[src/hw/sdrf_pkg.sv]
/*
 package for the sdram refresh controller: command encodings, pin bundle,
 timing counts derived from the 10 MHz clock.
 assumes the memory samples the command pins on the rising edge of i_clk.
*/
// Functional notes
// - precharge all only after active-to-precharge time met
// - every row refreshed within 64 ms
// - auto refresh: cs ras cas low, cke we high
// - auto refresh only idle, cke high before
// - only nops for refresh cycle time
// - one refresh per 15.6 us or 4096 burst
// - self refresh entry from idle, cke low
// - exit: restart clock, then raise cke
// - nops for refresh cycle time after exit
// - burst 4096 refreshes after exit if burst mode
// - refresh, self refresh only with banks idle
package sdrf_pkg;
   localparam int unsigned CLK_PERIOD_NS = 100;
   localparam int unsigned T_RAS_NS = 42;
   localparam int unsigned T_RP_NS = 20;
   localparam int unsigned T_RFC_NS = 70;
   localparam int unsigned T_REFI_NS = 15600;
   localparam int unsigned T_CKSTART_NS = 100;
   localparam int unsigned REF_BURST = 4096;
   localparam int unsigned RAS_CYC = (T_RAS_NS + CLK_PERIOD_NS - 1) / CLK_PERIOD_NS;
   localparam int unsigned RP_CYC = (T_RP_NS + CLK_PERIOD_NS - 1) / CLK_PERIOD_NS;
   localparam int unsigned RFC_CYC = (T_RFC_NS + CLK_PERIOD_NS - 1) / CLK_PERIOD_NS;
   localparam int unsigned REFI_CYC = T_REFI_NS / CLK_PERIOD_NS;
   localparam int unsigned CKSTART_CYC = (T_CKSTART_NS + CLK_PERIOD_NS - 1) / CLK_PERIOD_NS;
   localparam int unsigned A10_BIT = 10;
   localparam logic [11:0] ADDR_IDLE = 12'h000;
   localparam logic [11:0] ADDR_PALL = 12'h400;
   // command pins {cs_n, ras_n, cas_n, we_n}
   localparam logic [3:0] CMD_NOP = 4'h7;
   localparam logic [3:0] CMD_PRE = 4'h2;
   localparam logic [3:0] CMD_REF = 4'h1;
   typedef struct packed {
      logic cke;
      logic cs_n;
      logic ras_n;
      logic cas_n;
      logic we_n;
      logic [11:0] addr;
   } sdrf_pins_s;
endpackage

[src/hw/sdrf_ctrl.sv]
/*
 sdram refresh controller: precharge all, distributed or burst auto refresh,
 self refresh entry and exit with clock gating.
 every refresh sequence started from idle is preceded by a precharge all, so the memory is known to be
 idle without tracking banks here; the cost is one extra command per sequence, burst refreshes need none.
 the command pins, the clock gate, busy, the self flag and the burst count
 all come straight from flip-flops.
 assumes a neighbouring controller owns activate/read/write and reports when
 banks are open; it must hold off while o_busy is high.
 assumes the memory clock is i_clk gated by o_mem_clk_en outside this block,
 and that the memory samples the pins on the rising edge of that clock.
*/
`timescale 1ns/1ns
module sdrf_ctrl
   import sdrf_pkg::*;
(
   input wire logic i_clk,
   input wire logic i_rst,
   input wire logic i_burst_mode,
   input wire logic i_banks_open,
   input wire logic i_self_req,
   output logic o_mem_clk_en,
   output sdrf_pins_s o_pins,
   output logic o_busy,
   output logic o_in_self,
   output logic [12:0] o_ref_count
);
   typedef enum logic [3:0] {
      ST_IDLE, ST_RAS_WAIT, ST_PRE, ST_RP_WAIT, ST_REF, ST_RFC_WAIT,
      ST_SELF_ENTER, ST_SELF, ST_CLK_START, ST_EXIT_WAIT
   } sdrf_state_e;

   sdrf_state_e state_q, state_d;
   sdrf_pins_s pins_q, pins_d;
   logic [7:0] wait_q, wait_d;
   logic [7:0] refi_q, refi_d;
   logic [12:0] burst_q, burst_d;
   logic clk_en_q, clk_en_d;
   logic in_self_q;
   logic for_self_q, for_self_d;
   // a distributed refresh that fell due and has not been issued yet
   logic owed_q, owed_d;

   // the interval counter runs freely and wraps, so waiting for the banks
   // for less than one interval never stretches the average spacing past it;
   // a tick that finds the previous refresh still pending is folded into it
   wire refi_done = (refi_q == 8'h00);
   // burst refreshes still to go after a self refresh exit
   wire burst_left = (burst_q != 13'h0000);
   // a refresh is owed when an interval has run out or a burst is pending
   wire owe_ref = owed_q || burst_left;
   // end of the current recovery or start-up wait
   wire wait_done = (wait_q == 8'h00);
   // the distributed refresh is served now, in the refresh issue state
   wire owed_take = (state_q == ST_REF) && owed_q;

   function automatic sdrf_pins_s mk(input logic cke, input logic [3:0] cmd, input logic [11:0] a);
      mk = '{cke: cke, cs_n: cmd[3], ras_n: cmd[2], cas_n: cmd[1], we_n: cmd[0], addr: a};
   endfunction

   // next-state logic; every interval is a down counter so no command
   // can slip in before its recovery time is out
   always_comb begin
      state_d = state_q;
      // recovery counter stops at zero until a state loads it again
      wait_d = wait_done ? 8'h00 : wait_q - 8'h01;
      // interval counter wraps by itself, one tick every interval
      refi_d = refi_done ? 8'(REFI_CYC - 1) : refi_q - 8'h01;
      // a new tick wins over the refresh that clears the debt in one cycle
      owed_d = refi_done || (owed_q && !owed_take);
      burst_d = burst_q;
      clk_en_d = clk_en_q;
      for_self_d = for_self_q;
      pins_d = mk(1'b1, CMD_NOP, ADDR_IDLE);
      unique case (state_q)
         ST_IDLE: begin
            if (owe_ref || i_self_req) begin
               for_self_d = !owe_ref;
               state_d = ST_RAS_WAIT;
               wait_d = 8'(RAS_CYC);
            end
         end
         // the neighbour may have activated a row just before it saw busy,
         // so a full active-to-precharge time passes before the precharge
         // tras respected
         ST_RAS_WAIT: begin
            if (wait_done) begin
               state_d = ST_PRE;
            end
         end
         ST_PRE: begin
            pins_d = mk(1'b1, CMD_PRE, ADDR_PALL);
            wait_d = 8'(RP_CYC);
            state_d = ST_RP_WAIT;
         end
         // a neighbour that still reports an open bank stalls the refresh
         // here; a stall longer than one interval loses a refresh, which
         // the neighbour must avoid
         // wait row precharge
         ST_RP_WAIT: begin
            if (wait_done && !i_banks_open) begin
               state_d = for_self_q ? ST_SELF_ENTER : ST_REF;
            end
         end
         ST_REF: begin
            pins_d = mk(1'b1, CMD_REF, ADDR_IDLE);
            wait_d = 8'(RFC_CYC);
            state_d = ST_RFC_WAIT;
            // an owed distributed refresh is served first and clears the
            // debt; only a refresh that was not owed counts off the burst
            // debt before burst
            if (!owed_q && burst_left) begin
               burst_d = burst_q - 13'h0001;
            end
         end
         ST_RFC_WAIT: begin
            // a burst goes straight on to the next refresh, the banks are
            // still idle and need no further precharge
            // nops for trfc
            if (wait_done) begin
               state_d = burst_left ? ST_REF : ST_IDLE;
            end
         end
         ST_SELF_ENTER: begin
            pins_d = mk(1'b0, CMD_REF, ADDR_IDLE);
            state_d = ST_SELF;
         end
         ST_SELF: begin
            pins_d = mk(1'b0, CMD_NOP, ADDR_IDLE);
            clk_en_d = 1'b0;
            if (!i_self_req) begin
               clk_en_d = 1'b1;
               wait_d = 8'(CKSTART_CYC);
               state_d = ST_CLK_START;
            end
         end
         ST_CLK_START: begin
            pins_d = mk(1'b0, CMD_NOP, ADDR_IDLE);
            if (wait_done) begin
               pins_d = mk(1'b1, CMD_NOP, ADDR_IDLE);
               wait_d = 8'(RFC_CYC);
               state_d = ST_EXIT_WAIT;
            end
         end
         ST_EXIT_WAIT: begin
            if (wait_done) begin
               // self refresh has just covered every row, so the interval
               // starts afresh and no earlier debt is carried out of it
               refi_d = 8'(REFI_CYC - 1);
               owed_d = 1'b0;
               if (i_burst_mode) begin
                  burst_d = 13'(REF_BURST);
                  state_d = ST_REF;
               end else begin
                  state_d = ST_IDLE;
               end
            end
         end
         // the state register has spare codes; fall back to idle, from
         // where the next refresh starts with a precharge all
         default: begin
            state_d = ST_IDLE;
         end
      endcase
   end

   always_ff @(posedge i_clk) begin
      if (i_rst) begin
         state_q <= ST_IDLE;
         wait_q <= 8'h00;
         for_self_q <= 1'b0;
      end else begin
         state_q <= state_d;
         wait_q <= wait_d;
         for_self_q <= for_self_d;
      end
   end

   // command pins; reset drives a nop with clock enable high so the
   // memory never sees a stray command while the controller starts
   always_ff @(posedge i_clk) begin
      if (i_rst) begin
         pins_q <= mk(1'b1, CMD_NOP, ADDR_IDLE);
      end else begin
         pins_q <= pins_d;
      end
   end

   always_ff @(posedge i_clk) begin
      if (i_rst) begin
         refi_q <= 8'(REFI_CYC - 1);
         owed_q <= 1'b0;
         burst_q <= 13'h0000;
      end else begin
         refi_q <= refi_d;
         owed_q <= owed_d;
         burst_q <= burst_d;
      end
   end

   always_ff @(posedge i_clk) begin
      if (i_rst) begin
         clk_en_q <= 1'b1;
         in_self_q <= 1'b0;
      end else begin
         clk_en_q <= clk_en_d;
         in_self_q <= (state_d == ST_SELF);
      end
   end

   // busy tells the neighbouring controller to keep off the pins
   logic busy_q;
   always_ff @(posedge i_clk) begin
      if (i_rst) busy_q <= 1'b0;
      else busy_q <= (state_d != ST_IDLE);
   end

   assign o_pins = pins_q;
   assign o_mem_clk_en = clk_en_q;
   assign o_in_self = in_self_q;
   assign o_busy = busy_q;
   assign o_ref_count = burst_q;
endmodule // sdrf_ctrl

[config.mk]
export PLATFORM = sky130hd
export DESIGN_NAME = sdrf_ctrl
export DESIGN_NICKNAME = d
export VERILOG_FILES = /design/src/hw/sdrf_pkg.sv /design/src/hw/sdrf_ctrl.sv
export SDC_FILE = /design/constraint.sdc
export NUM_CORES = 1
export LEC_CHECK = 0
export ABC_CLOCK_PERIOD_IN_PS = 5500
export BUFFER_PORTS_ARGS = -buffer_cell sky130_fd_sc_hd__buf_2
export CAP_MARGIN = 25
export CORE_MARGIN = 4
export CORE_UTILIZATION = 40
export DETAILED_ROUTE_END_ITERATION = 16
export GPL_ROUTABILITY_DRIVEN = 1
export GPL_TIMING_DRIVEN = 0
export PLACE_DENSITY = 0.63
export RECOVER_POWER = 100
export SETUP_SLACK_MARGIN = 0.1
export SKIP_CTS_REPAIR_TIMING = 1
export SLEW_MARGIN = 25
export SYNTH_ARGS = -nofsm -noshare
export SYNTH_HDL_FRONTEND = slang
export SYNTH_SLANG_ARGS = --single-unit
[constraint.sdc]
create_clock -name i_clk -period 5.5 [get_ports i_clk]
set_input_delay 0 -clock i_clk [delete_from_list [all_inputs] [get_ports i_clk]]
set_output_delay 0 -clock i_clk [all_outputs]
set_load 0.01 [all_outputs]
==> impl_metrics.env <==
export IMPL_fin_nets=312
export IMPL_cts_root_buffer="sky130_fd_sc_hd__clkbuf_8"
export IMPL_largest_driver_fanout_on_the_critical_path=10
export IMPL_slew_at_the_pin_closest_to_its_max_slew_limit_ns=0.993
export IMPL_fmax_mhz=320
export IMPL_standby_leakage_power_nw=1.05
export IMPL_yosysSeqAreaShare_pct=39.2
export IMPL_grtUsageTotal_pct=14.0
export IMPL_floorplan_die_width_um=82.1
export IMPL_endpoint_kind="flip-flop"
export IMPL_fp_dieArea_um2=6740
export IMPL_clock_sink_count=43
export IMPL_synth_seq_cells=43
export IMPL_netlist_area_um2=2200
export IMPL_number_of_enable_flip_flop_cells_after_synthesis=0
export IMPL_skew_ns=0.0105
export IMPL_initial_core_utilization_pct=42.2
export IMPL_critPathRequiredTime_ns=5.70
export IMPL_drive_above_1_share_pct=11.9
export IMPL_r2r_worst_path_cells=8
export IMPL_synthDistinctLibCells=51
export IMPL_vias=1855
export IMPL_grt_start_max_net_pins=14
export IMPL_finalWirelength_um=4460
export IMPL_cts_htree_levels=2
export IMPL_die_y_um=82.1
export IMPL_worst_setup_path_start_kind="flip-flop"
export IMPL_drt_pass1_iter_count=5
export IMPL_timing_slew_headroom_pct=33.2
export IMPL_setup_total_negative_slack_ns=0
export IMPL_rr_startpoint="o_ref_count[0]"
export IMPL_placement_rows=26
export IMPL_critical_path_arrival_ns=3.32
export IMPL_final_setup_viol_count=0
export IMPL_syn_instance_count=258
export IMPL_synth_ff_type="sky130_fd_sc_hd__dfxtp_1"
export IMPL_grt_first_pass_wirelength_um=7300
export IMPL_report_final_slew_viol_count=0
export IMPL_clkLatencyLatePin_ns=0.30
export IMPL_antenna_diode_count=0
export IMPL_final_min_period_over_clock_period_pct=56.8
export IMPL_synth_yosys_warnings=0
export IMPL_routedWlPerCell_um=12.0
export IMPL_post_route_drc_count=0
export IMPL_antenna_violations_before_repair=0
export IMPL_whs_endpoint="for_self_q"
export IMPL_cts_tree="yes"
export IMPL_layout_cells_non_filler=373
export IMPL_grt_overflow=0
export IMPL_gp_congestion=0.894
export IMPL_layout_cells_most_common_list="sky130_fd_sc_hd__dfxtp_1 (43), sky130_fd_sc_hd__nor2_1 (31), sky130_fd_sc_hd__clkbuf_1 (28), sky130_fd_sc_hd__nand2_1 (23), sky130_fd_sc_hd__inv_1 (17)"
export IMPL_clk_path_buf_depth=2
export IMPL_antenna_violating_nets_post_route=0
export IMPL_floorplan_core_area_um2=5200
export IMPL_worst_r2r_endpoint="o_ref_count[7]"
export IMPL_numPortBuffers=25
export IMPL_ioPinCount=38
export IMPL_clk_transition_reported_paths_ns=0.08
export IMPL_run_status="finished clean"
export IMPL_worstHoldStart="i_self_req"
export IMPL_final_period_minus_worst_setup_slack_ns=3.12
export IMPL_area_growth_syn_to_layout_pct=14.5
export IMPL_dp_hpwl_um=3330
export IMPL_path_type_of_the_worst_setup_path="flip-flop to flip-flop"
export IMPL_syn_mean_instance_area_um2=8.52
export IMPL_worst_case_register_to_register_setup_slack_ns=2.38
export IMPL_number_of_cells_on_the_worst_hold_path=3
export IMPL_timing_max_cap_violations=0
export IMPL_layout_commonest_cell="sky130_fd_sc_hd__dfxtp_1"
export IMPL_worst_hold_path_type="input pin to flip-flop"
export IMPL_vdd_ir_drop_worst_mv=0.228
export IMPL_drt_iter0_markers=66
export IMPL_via_count_of_the_first_global_routing_pass=1645
export IMPL_placed_cell_count=364
export IMPL_cts_made_buffers=5
export IMPL_report_final_hold_viol_count=0
export IMPL_asyncSetResetFlopFracSynth_pct=0
export IMPL_power_density_nw_per_um2=357
export IMPL_unrepaired_setup_endpoints_after_global_routing="no"
export IMPL_drt_vias_per_instance=4.97
-- worst max-delay path: stages (launching register included) --
cell and delay [ns]:
sky130_fd_sc_hd__dfxtp_1 0.34, sky130_fd_sc_hd__inv_1 0.09, sky130_fd_sc_hd__ha_1 0.16, sky130_fd_sc_hd__or3b_1 0.44
sky130_fd_sc_hd__or4_1 0.52, sky130_fd_sc_hd__clkbuf_1 0.22, sky130_fd_sc_hd__a21boi_0 0.82, sky130_fd_sc_hd__nor4_1 0.14
sky130_fd_sc_hd__mux2_2 0.31
-- cell families after synthesis --
kind of cell / count (synthesis) / synth area share, %
adders and majority gates: 7 / 3.76
buffers and inverters: 35 / 8.37
AOI/OAI and AO/OA: 44 / 14.3
DFF: 43 / 39.2
xor gates and xnor gates: 16 / 6.38
and+or+nand+nor: 111 / 27.3
muxes: 1 / 0.512
other: 1 / 0.171
-- cell usage after synthesis (2+ instances only) --
cell type | n | share of area (%)
sky130_fd_sc_hd__nor3_1 | 7 | 1.6
sky130_fd_sc_hd__maj3_1 | 2 | 0.91
sky130_fd_sc_hd__nor2_1 | 31 | 5.3
sky130_fd_sc_hd__o41ai_1 | 2 | 0.80
sky130_fd_sc_hd__or4b_2 | 2 | 0.91
sky130_fd_sc_hd__o31ai_1 | 6 | 2.0
sky130_fd_sc_hd__or4_4 | 2 | 1.0
sky130_fd_sc_hd__a21o_1 | 2 | 0.68
sky130_fd_sc_hd__nor2b_1 | 3 | 0.85
sky130_fd_sc_hd__o21a_1 | 2 | 0.68
sky130_fd_sc_hd__a311oi_1 | 2 | 0.80
sky130_fd_sc_hd__or2_2 | 4 | 1.1
sky130_fd_sc_hd__a21oi_1 | 15 | 3.4
sky130_fd_sc_hd__and2_1 | 2 | 0.57
sky130_fd_sc_hd__dfxtp_1 | 43 | 39
sky130_fd_sc_hd__or3_1 | 3 | 0.85
sky130_fd_sc_hd__nand3_1 | 6 | 1.4
sky130_fd_sc_hd__o21ai_0 | 6 | 1.4
sky130_fd_sc_hd__nor4_1 | 6 | 1.7
sky130_fd_sc_hd__or4_1 | 4 | 1.4
sky130_fd_sc_hd__xnor2_1 | 7 | 2.8
sky130_fd_sc_hd__nand3b_1 | 3 | 1.0
sky130_fd_sc_hd__inv_1 | 17 | 2.9
sky130_fd_sc_hd__ha_1 | 5 | 2.8
sky130_fd_sc_hd__xor2_1 | 9 | 3.6
sky130_fd_sc_hd__nand2_1 | 23 | 3.9
sky130_fd_sc_hd__buf_4 | 12 | 4.1
sky130_fd_sc_hd__nand2b_1 | 3 | 0.85
sky130_fd_sc_hd__a31oi_1 | 3 | 0.85
sky130_fd_sc_hd__clkbuf_1 | 5 | 0.85
-- area by class of cell --
cell class                 count  area [µm²]
buffer                        18         113
clock buffer                   6        82.6
clock inverter                 2        35.0
fill                         525        2690
inverter                      17        63.8
multi-input combinational    191        1160
sequential                    43         861
tap                           70        87.6
timing repair buffer          26         108
-- routing by layer --
| metal | vias to the layer above | global-route usage, % | routed length, µm |
|---|---|---|---|
| li1 | 964 | - | - |
| met1 | 830 | 19.2 | 2130 |
| met2 | 49 | 20.1 | 1940 |
| met3 | 12 | 3.69 | 292 |
| met4 | 0 | 7.14 | 99 |
| met5 | - | 0 | 0 |
-- sequential cells by signal, summed over array words and instances, names as in the netlist --
register / flops
o_pins: 5
o_mem_clk_en: 1
wait_q: 8
o_in_self: 1
o_busy: 1
refi_q: 8
o_ref_count: 13
for_self_q: 1
state_q: 4
owed_q: 1
-- where the power goes --
group	total, mW	switching (mW)	internal, mW
clock	0.253	0.106	0.147
sequential	0.370	0.0248	0.345
combinational	0.274	0.162	0.112
total	0.897	0.292	0.605
-- stage by stage --
step / util (%) / area (µm²) / hold WS [ns] / worst slack (ns) / power (mW)
finish: 48.3 / 2510 / 0.0804 / 2.38 / 0.897
global route: 48.3 / 2510 / 0.101 / 2.14 / 0.952
global placement: 47.1 / 2450 / 0.241 / 2.94 / 0.659
CTS: 49.4 / 2570 / -0.0716 / 2.90 / 0.916
detailed placement: 47.1 / 2450 / 0.246 / 2.94 / 0.660
floorplan: - / 2240 / 0.117 / 3.08 / 0.598
-- worst max-delay path by stage --
| stage | start | to | slack, ns |
|---|---|---|---|
| after global placement | o_ref_count[0] | o_busy | 2.94 |
| after floorplan | o_ref_count[0] | o_busy | 3.08 |
| final | o_ref_count[0] | o_ref_count[7] | 2.38 |
| after global routing | o_ref_count[0] | o_ref_count[7] | 2.14 |
| after detailed placement | o_ref_count[0] | o_busy | 2.94 |
| after CTS | o_ref_count[0] | o_busy | 2.90 |
Note: power is estimated with default switching activity, not from simulation.
